--- src/mps_pkg.sv ---
// Purpose: Constants and types for the motor PWM and sampling configuration block.
// Assumes: One clock (ref_clk), synchronous active-high reset.
// Notes: Register indices are byte addresses on an 8-bit plain register port.
package mps_pkg;

  // ****************************************
  // Register map
  // ****************************************
  localparam logic [1:0] PWM_CTRL_ADDR = 2'h0;
  localparam logic [1:0] SAMP_CONF_ADDR = 2'h1;
  localparam logic [7:0] PWM_CTRL_RESET = 8'h00;
  localparam logic [7:0] SAMP_CONF_RESET = 8'h02;

  // ****************************************
  // Field positions
  // ****************************************
  localparam int DEBUG_BIT = 7;
  localparam int W_EN_BIT = 6;
  localparam int V_EN_BIT = 5;
  localparam int U_EN_BIT = 4;
  localparam int LATE_FLAG_BIT = 3;
  localparam int LATE_MASK_BIT = 2;

  // ****************************************
  // Timing
  // ****************************************
  localparam int TICK_NS = 2500;
  localparam int PERIPH_CLK_HZ = 4_000_000;
  localparam int CLK_PERIOD_PS = 5000;
  // Peripheral cycles per 2.5 us step; ten at 4 MHz.
  localparam int TICK_CYCLES = (TICK_NS * (PERIPH_CLK_HZ / 1_000_000)) / 1000;

  typedef enum logic [1:0] {
    ST_IDLE = 2'b00,
    ST_DELAY = 2'b01,
    ST_WAIT_OFF = 2'b10
  } mps_samp_e;

  typedef struct packed {
    logic commutation;
    logic demag;
    logic crossing;
    logic update;
  } mps_events_s;
endpackage

--- src/mps_prescaler.sv ---
// Purpose: Peripheral clock enable generator for the motor controller clock.
// Assumes: ref_clk is the controller clock.
// Notes: Produces a one-cycle enable, not a gated clock, to keep one domain.
`timescale 1ns/1ps
module mps_prescaler
  import mps_pkg::*;
(
  input wire logic ref_clk,
  input wire logic srst,
  input wire logic [1:0] prescaleCode,
  output logic periphTick
);
  typedef struct packed {
    logic [1:0] count;
    logic tick;
  } mps_pre_s;

  mps_pre_s stReg;
  mps_pre_s stNext;

  always_comb begin
    stNext = stReg;
    stNext.count = stReg.count + 2'h1;
    case (prescaleCode)
      2'b00: stNext.tick = 1'b1;
      2'b01: stNext.tick = stReg.count[0];
      default: stNext.tick = (stReg.count == 2'h3);
    endcase
  end

  always_ff @(posedge ref_clk) begin
    if (srst) begin
      stReg <= '0;
    end else begin
      stReg <= stNext;
    end
  end

  assign periphTick = stReg.tick;
endmodule

--- src/mps_top.sv ---
// Purpose: PWM output enables, debug event pins, off time and on-time sample timing.
// Assumes: pwmOn is high in PWM on time; events are one-cycle pulses.
// Notes: Timing counts in peripheral ticks; scale follows the prescaler.
`timescale 1ns/1ps
module mps_top
  import mps_pkg::*;
(
  input wire logic ref_clk,
  input wire logic srst,
  input wire logic [1:0] regAddr,
  input wire logic [7:0] regWrData,
  input wire logic regWrStb,
  input wire logic regRdStb,
  output logic [7:0] regRdData,
  input wire logic compare_w_pin_enable,
  input wire logic compare_v_pin_enable,
  input wire logic compare_u_pin_enable,
  input wire logic pwmOn,
  input wire logic speedMode,
  input wire logic sensor_mode_select,
  input wire logic on_time_sampling_enable,
  input wire mps_events_s events,
  input wire logic sampleRequest,
  output logic phase_w_pwm_pin,
  output logic phase_v_pwm_pin,
  output logic phase_u_pwm_pin,
  output logic debug_commutation_pin,
  output logic debug_crossing_pin,
  output logic sampleStrobe,
  output logic offTimeHold,
  output logic lateSampleIrq
);
  // ****************************************
  // State
  // ****************************************
  typedef struct packed {
    logic [7:0] pwmCtrl;
    logic [7:0] sampConf;
    logic [7:0] rdData;
    mps_samp_e sampState;
    logic [7:0] sampCnt;
    logic [7:0] offCnt;
    logic pwmOnDly;
    logic wPin;
    logic vPin;
    logic uPin;
    logic dbgC;
    logic dbgZ;
    logic strobe;
    logic hold;
    logic irq;
  } mps_state_s;

  mps_state_s stReg;
  mps_state_s stNext;
  logic periphTick;

  mps_prescaler u_prescaler (
    .ref_clk(ref_clk),
    .srst(srst),
    .prescaleCode(stReg.sampConf[1:0]),
    .periphTick(periphTick)
  );

  function automatic logic [7:0] ticks(input logic [3:0] code);
    ticks = 8'(code) * 8'(TICK_CYCLES);
  endfunction

  logic [3:0] delayCode;
  logic [3:0] offCode;
  logic lateEvent;
  assign delayCode = stReg.sampConf[7:4];
  assign offCode = stReg.pwmCtrl[3:0];

  // ****************************************
  // Next state
  // ****************************************
  always_comb begin
    stNext = stReg;
    lateEvent = 1'b0;
    stNext.strobe = 1'b0;
    stNext.pwmOnDly = pwmOn;

    // Register writes.
    if (regWrStb && regAddr == PWM_CTRL_ADDR) begin
      stNext.pwmCtrl = regWrData;
    end
    if (regWrStb && regAddr == SAMP_CONF_ADDR) begin
      stNext.sampConf[7:4] = regWrData[7:4];
      stNext.sampConf[1:0] = regWrData[1:0];
      stNext.sampConf[LATE_MASK_BIT] = regWrData[LATE_MASK_BIT];
      if (!regWrData[LATE_FLAG_BIT]) begin
        stNext.sampConf[LATE_FLAG_BIT] = 1'b0;
      end
    end

    // Output gating.
    stNext.wPin = stReg.pwmCtrl[W_EN_BIT] & compare_w_pin_enable;
    stNext.vPin = stReg.pwmCtrl[V_EN_BIT] & compare_v_pin_enable;
    stNext.uPin = stReg.pwmCtrl[U_EN_BIT] & compare_u_pin_enable;

    // Debug event pins.
    if (stReg.pwmCtrl[DEBUG_BIT]) begin
      if (speedMode) begin
        stNext.dbgC = events.commutation;
        stNext.dbgZ = events.update;
      end else begin
        stNext.dbgC = events.commutation | events.demag;
        stNext.dbgZ = events.crossing;
      end
    end else begin
      stNext.dbgC = 1'b0;
      stNext.dbgZ = 1'b0;
    end

    // Minimum off time, counted from the falling edge of on time.
    if (stReg.pwmOnDly && !pwmOn && !sensor_mode_select && !on_time_sampling_enable
        && delayCode == 4'h0) begin
      stNext.offCnt = ticks(offCode) + 8'(TICK_CYCLES);
    end else if (periphTick && stReg.offCnt != 8'h00) begin
      stNext.offCnt = stReg.offCnt - 8'h01;
    end
    stNext.hold = (stNext.offCnt != 8'h00);

    // Zero-crossing sample timing; demagnetisation sampling never uses this path.
    case (stReg.sampState)
      ST_IDLE: begin
        if (sampleRequest) begin
          if (delayCode == 4'h0) begin
            stNext.sampState = ST_WAIT_OFF;
          end else begin
            stNext.sampCnt = ticks(delayCode);
            stNext.sampState = ST_DELAY;
          end
        end
      end
      ST_DELAY: begin
        if (stReg.pwmOnDly && !pwmOn) begin
          lateEvent = 1'b1;
          stNext.sampState = ST_IDLE;
        end else if (periphTick) begin
          if (stReg.sampCnt <= 8'h01) begin
            stNext.strobe = 1'b1;
            stNext.sampState = ST_IDLE;
          end else begin
            stNext.sampCnt = stReg.sampCnt - 8'h01;
          end
        end
      end
      ST_WAIT_OFF: begin
        if (!pwmOn) begin
          stNext.strobe = 1'b1;
          stNext.sampState = ST_IDLE;
        end
      end
      default: stNext.sampState = ST_IDLE;
    endcase

    // Set wins over a clearing write in the same cycle.
    if (lateEvent) begin
      stNext.sampConf[LATE_FLAG_BIT] = 1'b1;
    end
    stNext.irq = stNext.sampConf[LATE_FLAG_BIT] & stNext.sampConf[LATE_MASK_BIT];

    // Read data in the cycle after the strobe.
    if (regRdStb) begin
      case (regAddr)
        PWM_CTRL_ADDR: stNext.rdData = stReg.pwmCtrl;
        SAMP_CONF_ADDR: stNext.rdData = stReg.sampConf;
        default: stNext.rdData = 8'h00;
      endcase
    end else begin
      stNext.rdData = 8'h00;
    end
  end

  always_ff @(posedge ref_clk) begin
    if (srst) begin
      stReg <= '0;
      stReg.pwmCtrl <= PWM_CTRL_RESET;
      stReg.sampConf <= SAMP_CONF_RESET;
      stReg.sampState <= ST_IDLE;
    end else begin
      stReg <= stNext;
    end
  end

  // ****************************************
  // Outputs
  // ****************************************
  assign regRdData = stReg.rdData;
  assign phase_w_pwm_pin = stReg.wPin;
  assign phase_v_pwm_pin = stReg.vPin;
  assign phase_u_pwm_pin = stReg.uPin;
  assign debug_commutation_pin = stReg.dbgC;
  assign debug_crossing_pin = stReg.dbgZ;
  assign sampleStrobe = stReg.strobe;
  assign offTimeHold = stReg.hold;
  assign lateSampleIrq = stReg.irq;
endmodule

--- config.mk ---
export PLATFORM = sky130hd
export DESIGN_NAME = mps_top
export DESIGN_NICKNAME = d
export VERILOG_FILES = /design/src/mps_pkg.sv /design/src/mps_prescaler.sv /design/src/mps_top.sv
export SDC_FILE = /design/constraint.sdc
export NUM_CORES = 1
export LEC_CHECK = 0
export BUFFER_PORTS_ARGS = -buffer_cell sky130_fd_sc_hd__buf_2
export CORE_ASPECT_RATIO = 1.2
export CORE_MARGIN = 1.5
export CORE_UTILIZATION = 35
export DETAILED_ROUTE_END_ITERATION = 7
export GPL_TIMING_DRIVEN = 0
export PLACE_DENSITY = 0.6
export SYNTH_ARGS = -nofsm -noshare
export SYNTH_HDL_FRONTEND = slang
export SYNTH_SLANG_ARGS = --single-unit
--- constraint.sdc ---
create_clock -name ref_clk -period 3.2 [get_ports ref_clk]
set_input_delay 0.16 -clock ref_clk [delete_from_list [all_inputs] [get_ports ref_clk]]
set_output_delay 0.16 -clock ref_clk [all_outputs]
set_load 0.01 [all_outputs]
; ---- Word-level counts from Yosys, hierarchy flattened
; Cells that the tools add are included.
[totals]
reg_bits = 54
input_bits = 26
out_inout_bits = 16
word_cells = 92
[classes]
n_addsub = 4
mul = 2
order_cmp = 1
eq_ne = 13
muxes = 26
n_bitwise = 7
reduce_logical = 21
[ops]
columns = operator, n
row1 = 2-to-1 mux 8 bit, 5
row2 = case mux 8 bit (2 select lines), 2
row3 = 2-to-1 mux 10 bit, 2
row4 = nonzero test 8 bit, 2
row5 = "subtractor 8 x 1 -> 8 bit, second input constant", 2
row6 = "multiplier 4 x 3 -> 7 bit, second input constant", 2
row7 = 2-to-1 mux 2 bit, 5
row8 = "!= test 2 bit, second input constant", 5
row9 = "adder 8 x 4 -> 8 bit, second input constant", 1
row10 = "less-or-equal comparator 8 x 1 -> 1 bit, second input constant", 1
row11 = 2-to-1 mux 1 bit, 8
row12 = logical AND 1 bit, 7
row13 = "equality test 2 x 1 -> 1 bit, second input constant", 3
row14 = logical NOT 2 bit, 3
row15 = case mux 2 bit (3 select lines), 1
row16 = AND reduction 6 bit, 1
row17 = bitwise AND 1 bit, 4
row18 = "equality test 2 bit, second input constant", 2
row19 = logical NOT 4 bit, 1
row20 = 2-to-1 mux 4 bit, 1
row21 = case mux 1 bit (2 select lines), 2
row22 = AND reduction 4 bit, 1
row23 = OR reduction 2 bit, 2
row24 = logical NOT 1 bit, 3
row25 = 7 further kinds, 8

; ---- Logic depth before layout (Yosys ltp)
[logic_depth]
word_depth = 7
ltp_mapped = 8

; ---- By module
; A second synthesis with hierarchy kept.
[hier_totals]
hier_cells = 320
hier_area_um2 = 2837.7
[by_module_without_submodules]
columns = mod, n_inst, cells_each, area_each_um2, seq_area_each_um2
row1 = mps_top, 1, 311, 2726.4, 1021.0
row2 = mps_prescaler, 1, 9, 111.4, 60.1

; ---- Worst setup path before layout
; No wires, ideal clock.
[synth_path]
path_type = reg2reg
start = register stReg, in the netlist offCode[3]
end = register stReg, in the netlist offTimeHold
t_arrival_ns = 2.214
required_time_ns = 3.080
setup_slack_ns = 0.867
stages_incl_launch_ff = 9
path_buffers = 0
path_cell_list = dfxtp_1 > ha_1 > ha_1 > fa_1 > o211ai_1 > nor2b_1 > o21ai_0 > a21oi_1 > a211o_1
[synth_between]
elab_chain_cells = 4
[synth_rtl]
columns = element, line
row1 = from (decl), mps_top.sv:54  ; mps_state_s stReg;
row2 = from (signal assigned), mps_top.sv:184  ; stReg <= stNext;
row3 = multiplier 4 x 3 -> 7 bit, mps_top.sv:66  ; ticks = 8'(code) * 8'(TICK_CYCLES);
row4 = adder 8 x 4 -> 8 bit, mps_top.sv:119  ; stNext.offCnt = ticks(offCode) + 8'(TICK_CYCLES);
row5 = 2-to-1 mux 8 bit, mps_top.sv:117  ; if (stReg.pwmOnDly && !pwmOn && !sensor_mode_select && !on_time_sampling_enable
row6 = nonzero test 8 bit, mps_top.sv:123  ; stNext.hold = (stNext.offCnt != 8'h00);
; Every way passes these cells.
; A chain may end at the register's enable or synchronous reset.

; ---- Worst setup path after layout
; Same ends and word-level chain as after synthesis.

==> summary.txt <==
Outcome
  • Status: finished clean

GRT
  • Largest net degree at the start of global routing: 18
  • Vias in the first global route: ~2,400
  • First-pass GRT wire length: 11,000 um
  • Gr ovfl total: 0
  • Gr usage total: between 15 and 20%
  • Initial antenna violation count: 0

Yosys
  • Area contributors post-synth: dfxtp_1 (38%), mux2i_1 (9.1%), ha_1 (7.4%)
  • Async SR Flop Fraction: 0%
  • Share of Yosys cell area claimed by the top area cell type: roughly 38%
  • Top_reg_cell synth: dfxtp_1
  • Synth area leader: dfxtp_1
  • FF+latch count, synth: 54
  • Mapped Area: ~2900 um^2
  • Cells after synthesis: 320
  • Synth unique cells: 53
  • Syn_nets: ~370
  • Number of synthesized flops with an enable pin: 0
  • Total number of yosys warnings: 0
  • Seq/Total Area, Yosys: a little under two fifths
  • Synth Area per Inst: between 8 and 9 um^2

Finish
  • Most common library cell in the layout ignoring fill and taps: dfxtp_1
  • Reg area: between 1000 and 1500 um^2
  • Design area: approximately 3300 um^2
  • Fill cells: 818
  • Final nets: between 400 and 500
  • Commonest cells after routing, fill and taps aside: dfxtp_1 (54), nor2_1 (41), buf_2 (40)
  • N_diodes: 0
  • Synth-to-layout area growth: 14.1%
  • Multi-input logic area: about 1600 um^2
  • Layout cells sized above 1: 18.0%

Power and ir drop
  • Leakage power: between 0.001 and 0.0015 uW
  • Power Dens Cells: around 430 nW/um^2
  • Worst vdd ir: between 0.2 and 0.25 mV

Worst setup path
  • Worst R2R Start: offCode[3]$_SDFFE_PP0P_
  • Setup crit start: offCode[3]$_SDFFE_PP0P_
  • Worst Path Required: around 3.4 ns
  • CP delay by family, top: adder cells
  • Critical path's most frequent cell: ha_1
  • Crit path capture type: register
  • Crit-path max FO: 6
  • Critical path class: reg2reg
  • Buf/Inv on CP: 0
  • Crit path DAT: about 2.8 ns
  • Max incr delay on CP: roughly 0.57 ns
  • Slowest CP cell: fa_1
  • Crit path cell chain: ha_1 -> ha_1 -> fa_1 -> o211ai_1 -> nor2b_1 -> o21ai_0 -> a21oi_1 -> a211o_1
  • Worst setup SP type: register

Placed design
  • RD Place Congestion: between 0.8 and 0.9
  • Hpwl dp: 4860 um
  • # port buffers: 39
  • DP Area: 3190 um^2

CTS
  • CTS H-Tree Depth: 2
  • CTS Buffer Depth: 2
  • Num CTS Buffers: 5
  • CTS tree: yes
  • Clk slew on worst S/H paths: 0.10 ns
  • Clock latency at the later pin of the worst-skew pair: approximately 0.31 ns
  • Clock Sinks: 54
  • Clk root buf: clkbuf_8
  • Setup bufs post-CTS: 0
  • Cts hold-fix bufs: 0
  • Post-CTS sizing: 0

Die
  • Die area: just under 9000 um^2
  • Ports: 42
  • Starting Density: between 30% and 40%
  • Die height: 102 um
  • Core Box Area: a little over 8000 um^2
  • Die X: approximately 86 um
  • Row Count: 36

Timing
  • Slew @ Worst Pin: roughly 0.91 ns
  • Slew Limit Headroom: slightly below 40%
  • Final slew viol count: 0
  • RSZ-0062 raised after global routing: false
  • Fin. Hold Viols: 0
  • Final setup violation count: 0
  • Setup TNS Final: 0 ns
  • Final worst path period need: between 2 and 3 ns
  • Ratio of final minimum period to clock period: about 83%
  • Clk_skew: approximately 0.011 ns
  • Achievable Freq: about 380 MHz
  • Hold_ws: approximately 0.05 ns

Detailed routing
  • Post-route antenna net violation count: 0
  • Total number of vias: approximately 2,400
  • Drt wl/cell: around 14 um
  • First-pass detailed-route iteration total: 4
  • Vias per inst: between 5 and 6
  • Residual DRC count: 0
  • WL final: between 6000 and 7000 um
  • First DRT Iteration DRCs: 99

Job
  • Max Cap Viol: 0

Worst hold path
  • Hold path start: events[3]
  • Hold crit path type: in2reg
metrics by stage:
step                      total power [uW]  instances  setup WS (ns)  utilization, %
after CTS                             1410        462          0.548            40.6
after global placement                1020        454          0.651            39.5
after global routing                  1470        462          0.379            40.6
after detailed placement              1020        454          0.570            39.5
after floorplan                        936        320          0.867               -
final                                 1400        462          0.552            40.6
logic make-up (layout without fill, tap and decap cells):
| kind of cell | count (synthesis) | in the layout | share of synthesized area [%] |
|---|---|---|---|
| and+or+nand+nor | 105 | 105 | 18.9 |
| AOI/OAI and AO/OA | 69 | 69 | 16.2 |
| DFF | 54 | 54 | 37.6 |
| buffers and inverters | 37 | 84 | 6.18 |
| muxes | 27 | 27 | 9.45 |
| adders and majority gates | 19 | 19 | 8.80 |
| xor gates and xnor gates | 9 | 9 | 2.74 |
metal layers:
layer | GRT usage, % | share of wire, % | vias up | wire, um
li1 | - | - | 1228 | -
met1 | 18.9 | 44 | 1173 | 2880
met2 | 28.3 | 51 | 36 | 3340
met3 | 2.26 | 2.5 | 12 | 162
met4 | 5.83 | 1.9 | 0 | 127
met5 | 0 | 0 | - | 0
tightest hold or removal path, cell delays in order:
cell and delay [ns]:
buf_2 0.07, a21oi_1 0.03, nor2_1 0.06
synthesized netlist by cell type (2+ instances only):
| cell | instances |
|---|---|
| o21ai_0 | 9 |
| a21o_1 | 2 |
| a211o_1 | 2 |
| nor3_1 | 7 |
| dfxtp_1 | 54 |
| nor2b_1 | 4 |
| nor4_2 | 2 |
| nand2b_1 | 4 |
| buf_4 | 8 |
| buf_1 | 3 |
| xnor2_1 | 7 |
| mux2i_1 | 26 |
| o31ai_1 | 7 |
| nand3_1 | 9 |
| clkbuf_1 | 7 |
| a21oi_1 | 23 |
| nor4_1 | 4 |
| o31a_1 | 2 |
| o211ai_1 | 3 |
| fa_1 | 2 |
| and3b_1 | 3 |
| o2111ai_1 | 2 |
| xor2_1 | 2 |
| nor2_1 | 41 |
| nand4_1 | 2 |
| or4_4 | 2 |
| nor3b_1 | 5 |
| inv_1 | 17 |
| o22ai_1 | 2 |
| nand2_1 | 14 |
| ha_1 | 17 |
| a211oi_1 | 7 |
path summary, 6_finish.rpt:
kind                                           end  slack [ns]  cells past startpoint
setup / recovery            offTimeHold$_SDFF_PP0_        0.55                      8
hold reg to reg         phase_w_pwm_pin$_SDFF_PP0_        0.46                      2
hold / removal    debug_commutation_pin$_SDFF_PP0_        0.05                      3
setup reg to reg            offTimeHold$_SDFF_PP0_        0.55                      8
power by group:
part	total (uW)	internal [uW]	switching [uW]
Clock	387	154	232
Combinational	281	108	173
Sequential	728	701	26.6
Total	1400	964	432
sequential cells by signal, summed over array words and instances (netlist names):
signal                  count
debug_commutation_pin       1
debug_crossing_pin          1
delayCode                   4
lateSampleIrq               1
offCode                     4
offTimeHold                 1
phase_u_pwm_pin             1
phase_v_pwm_pin             1
phase_w_pwm_pin             1
regRdData                   8
sampleStrobe                1
stReg                      27
u_prescaler.periphTick      1
u_prescaler.stReg           2
cell type report:
cell class | count | area share, %
sequential | 54 | 33.0
buffer | 20 | 3.47
multi-input combinational | 229 | 49.3
inverter | 17 | 1.95
clock inverter | 3 | 0.649
tap | 95 | 3.63
clock buffer | 5 | 2.10
timing repair buffer | 39 | 5.96
Power figures use the tool's default switching activity.
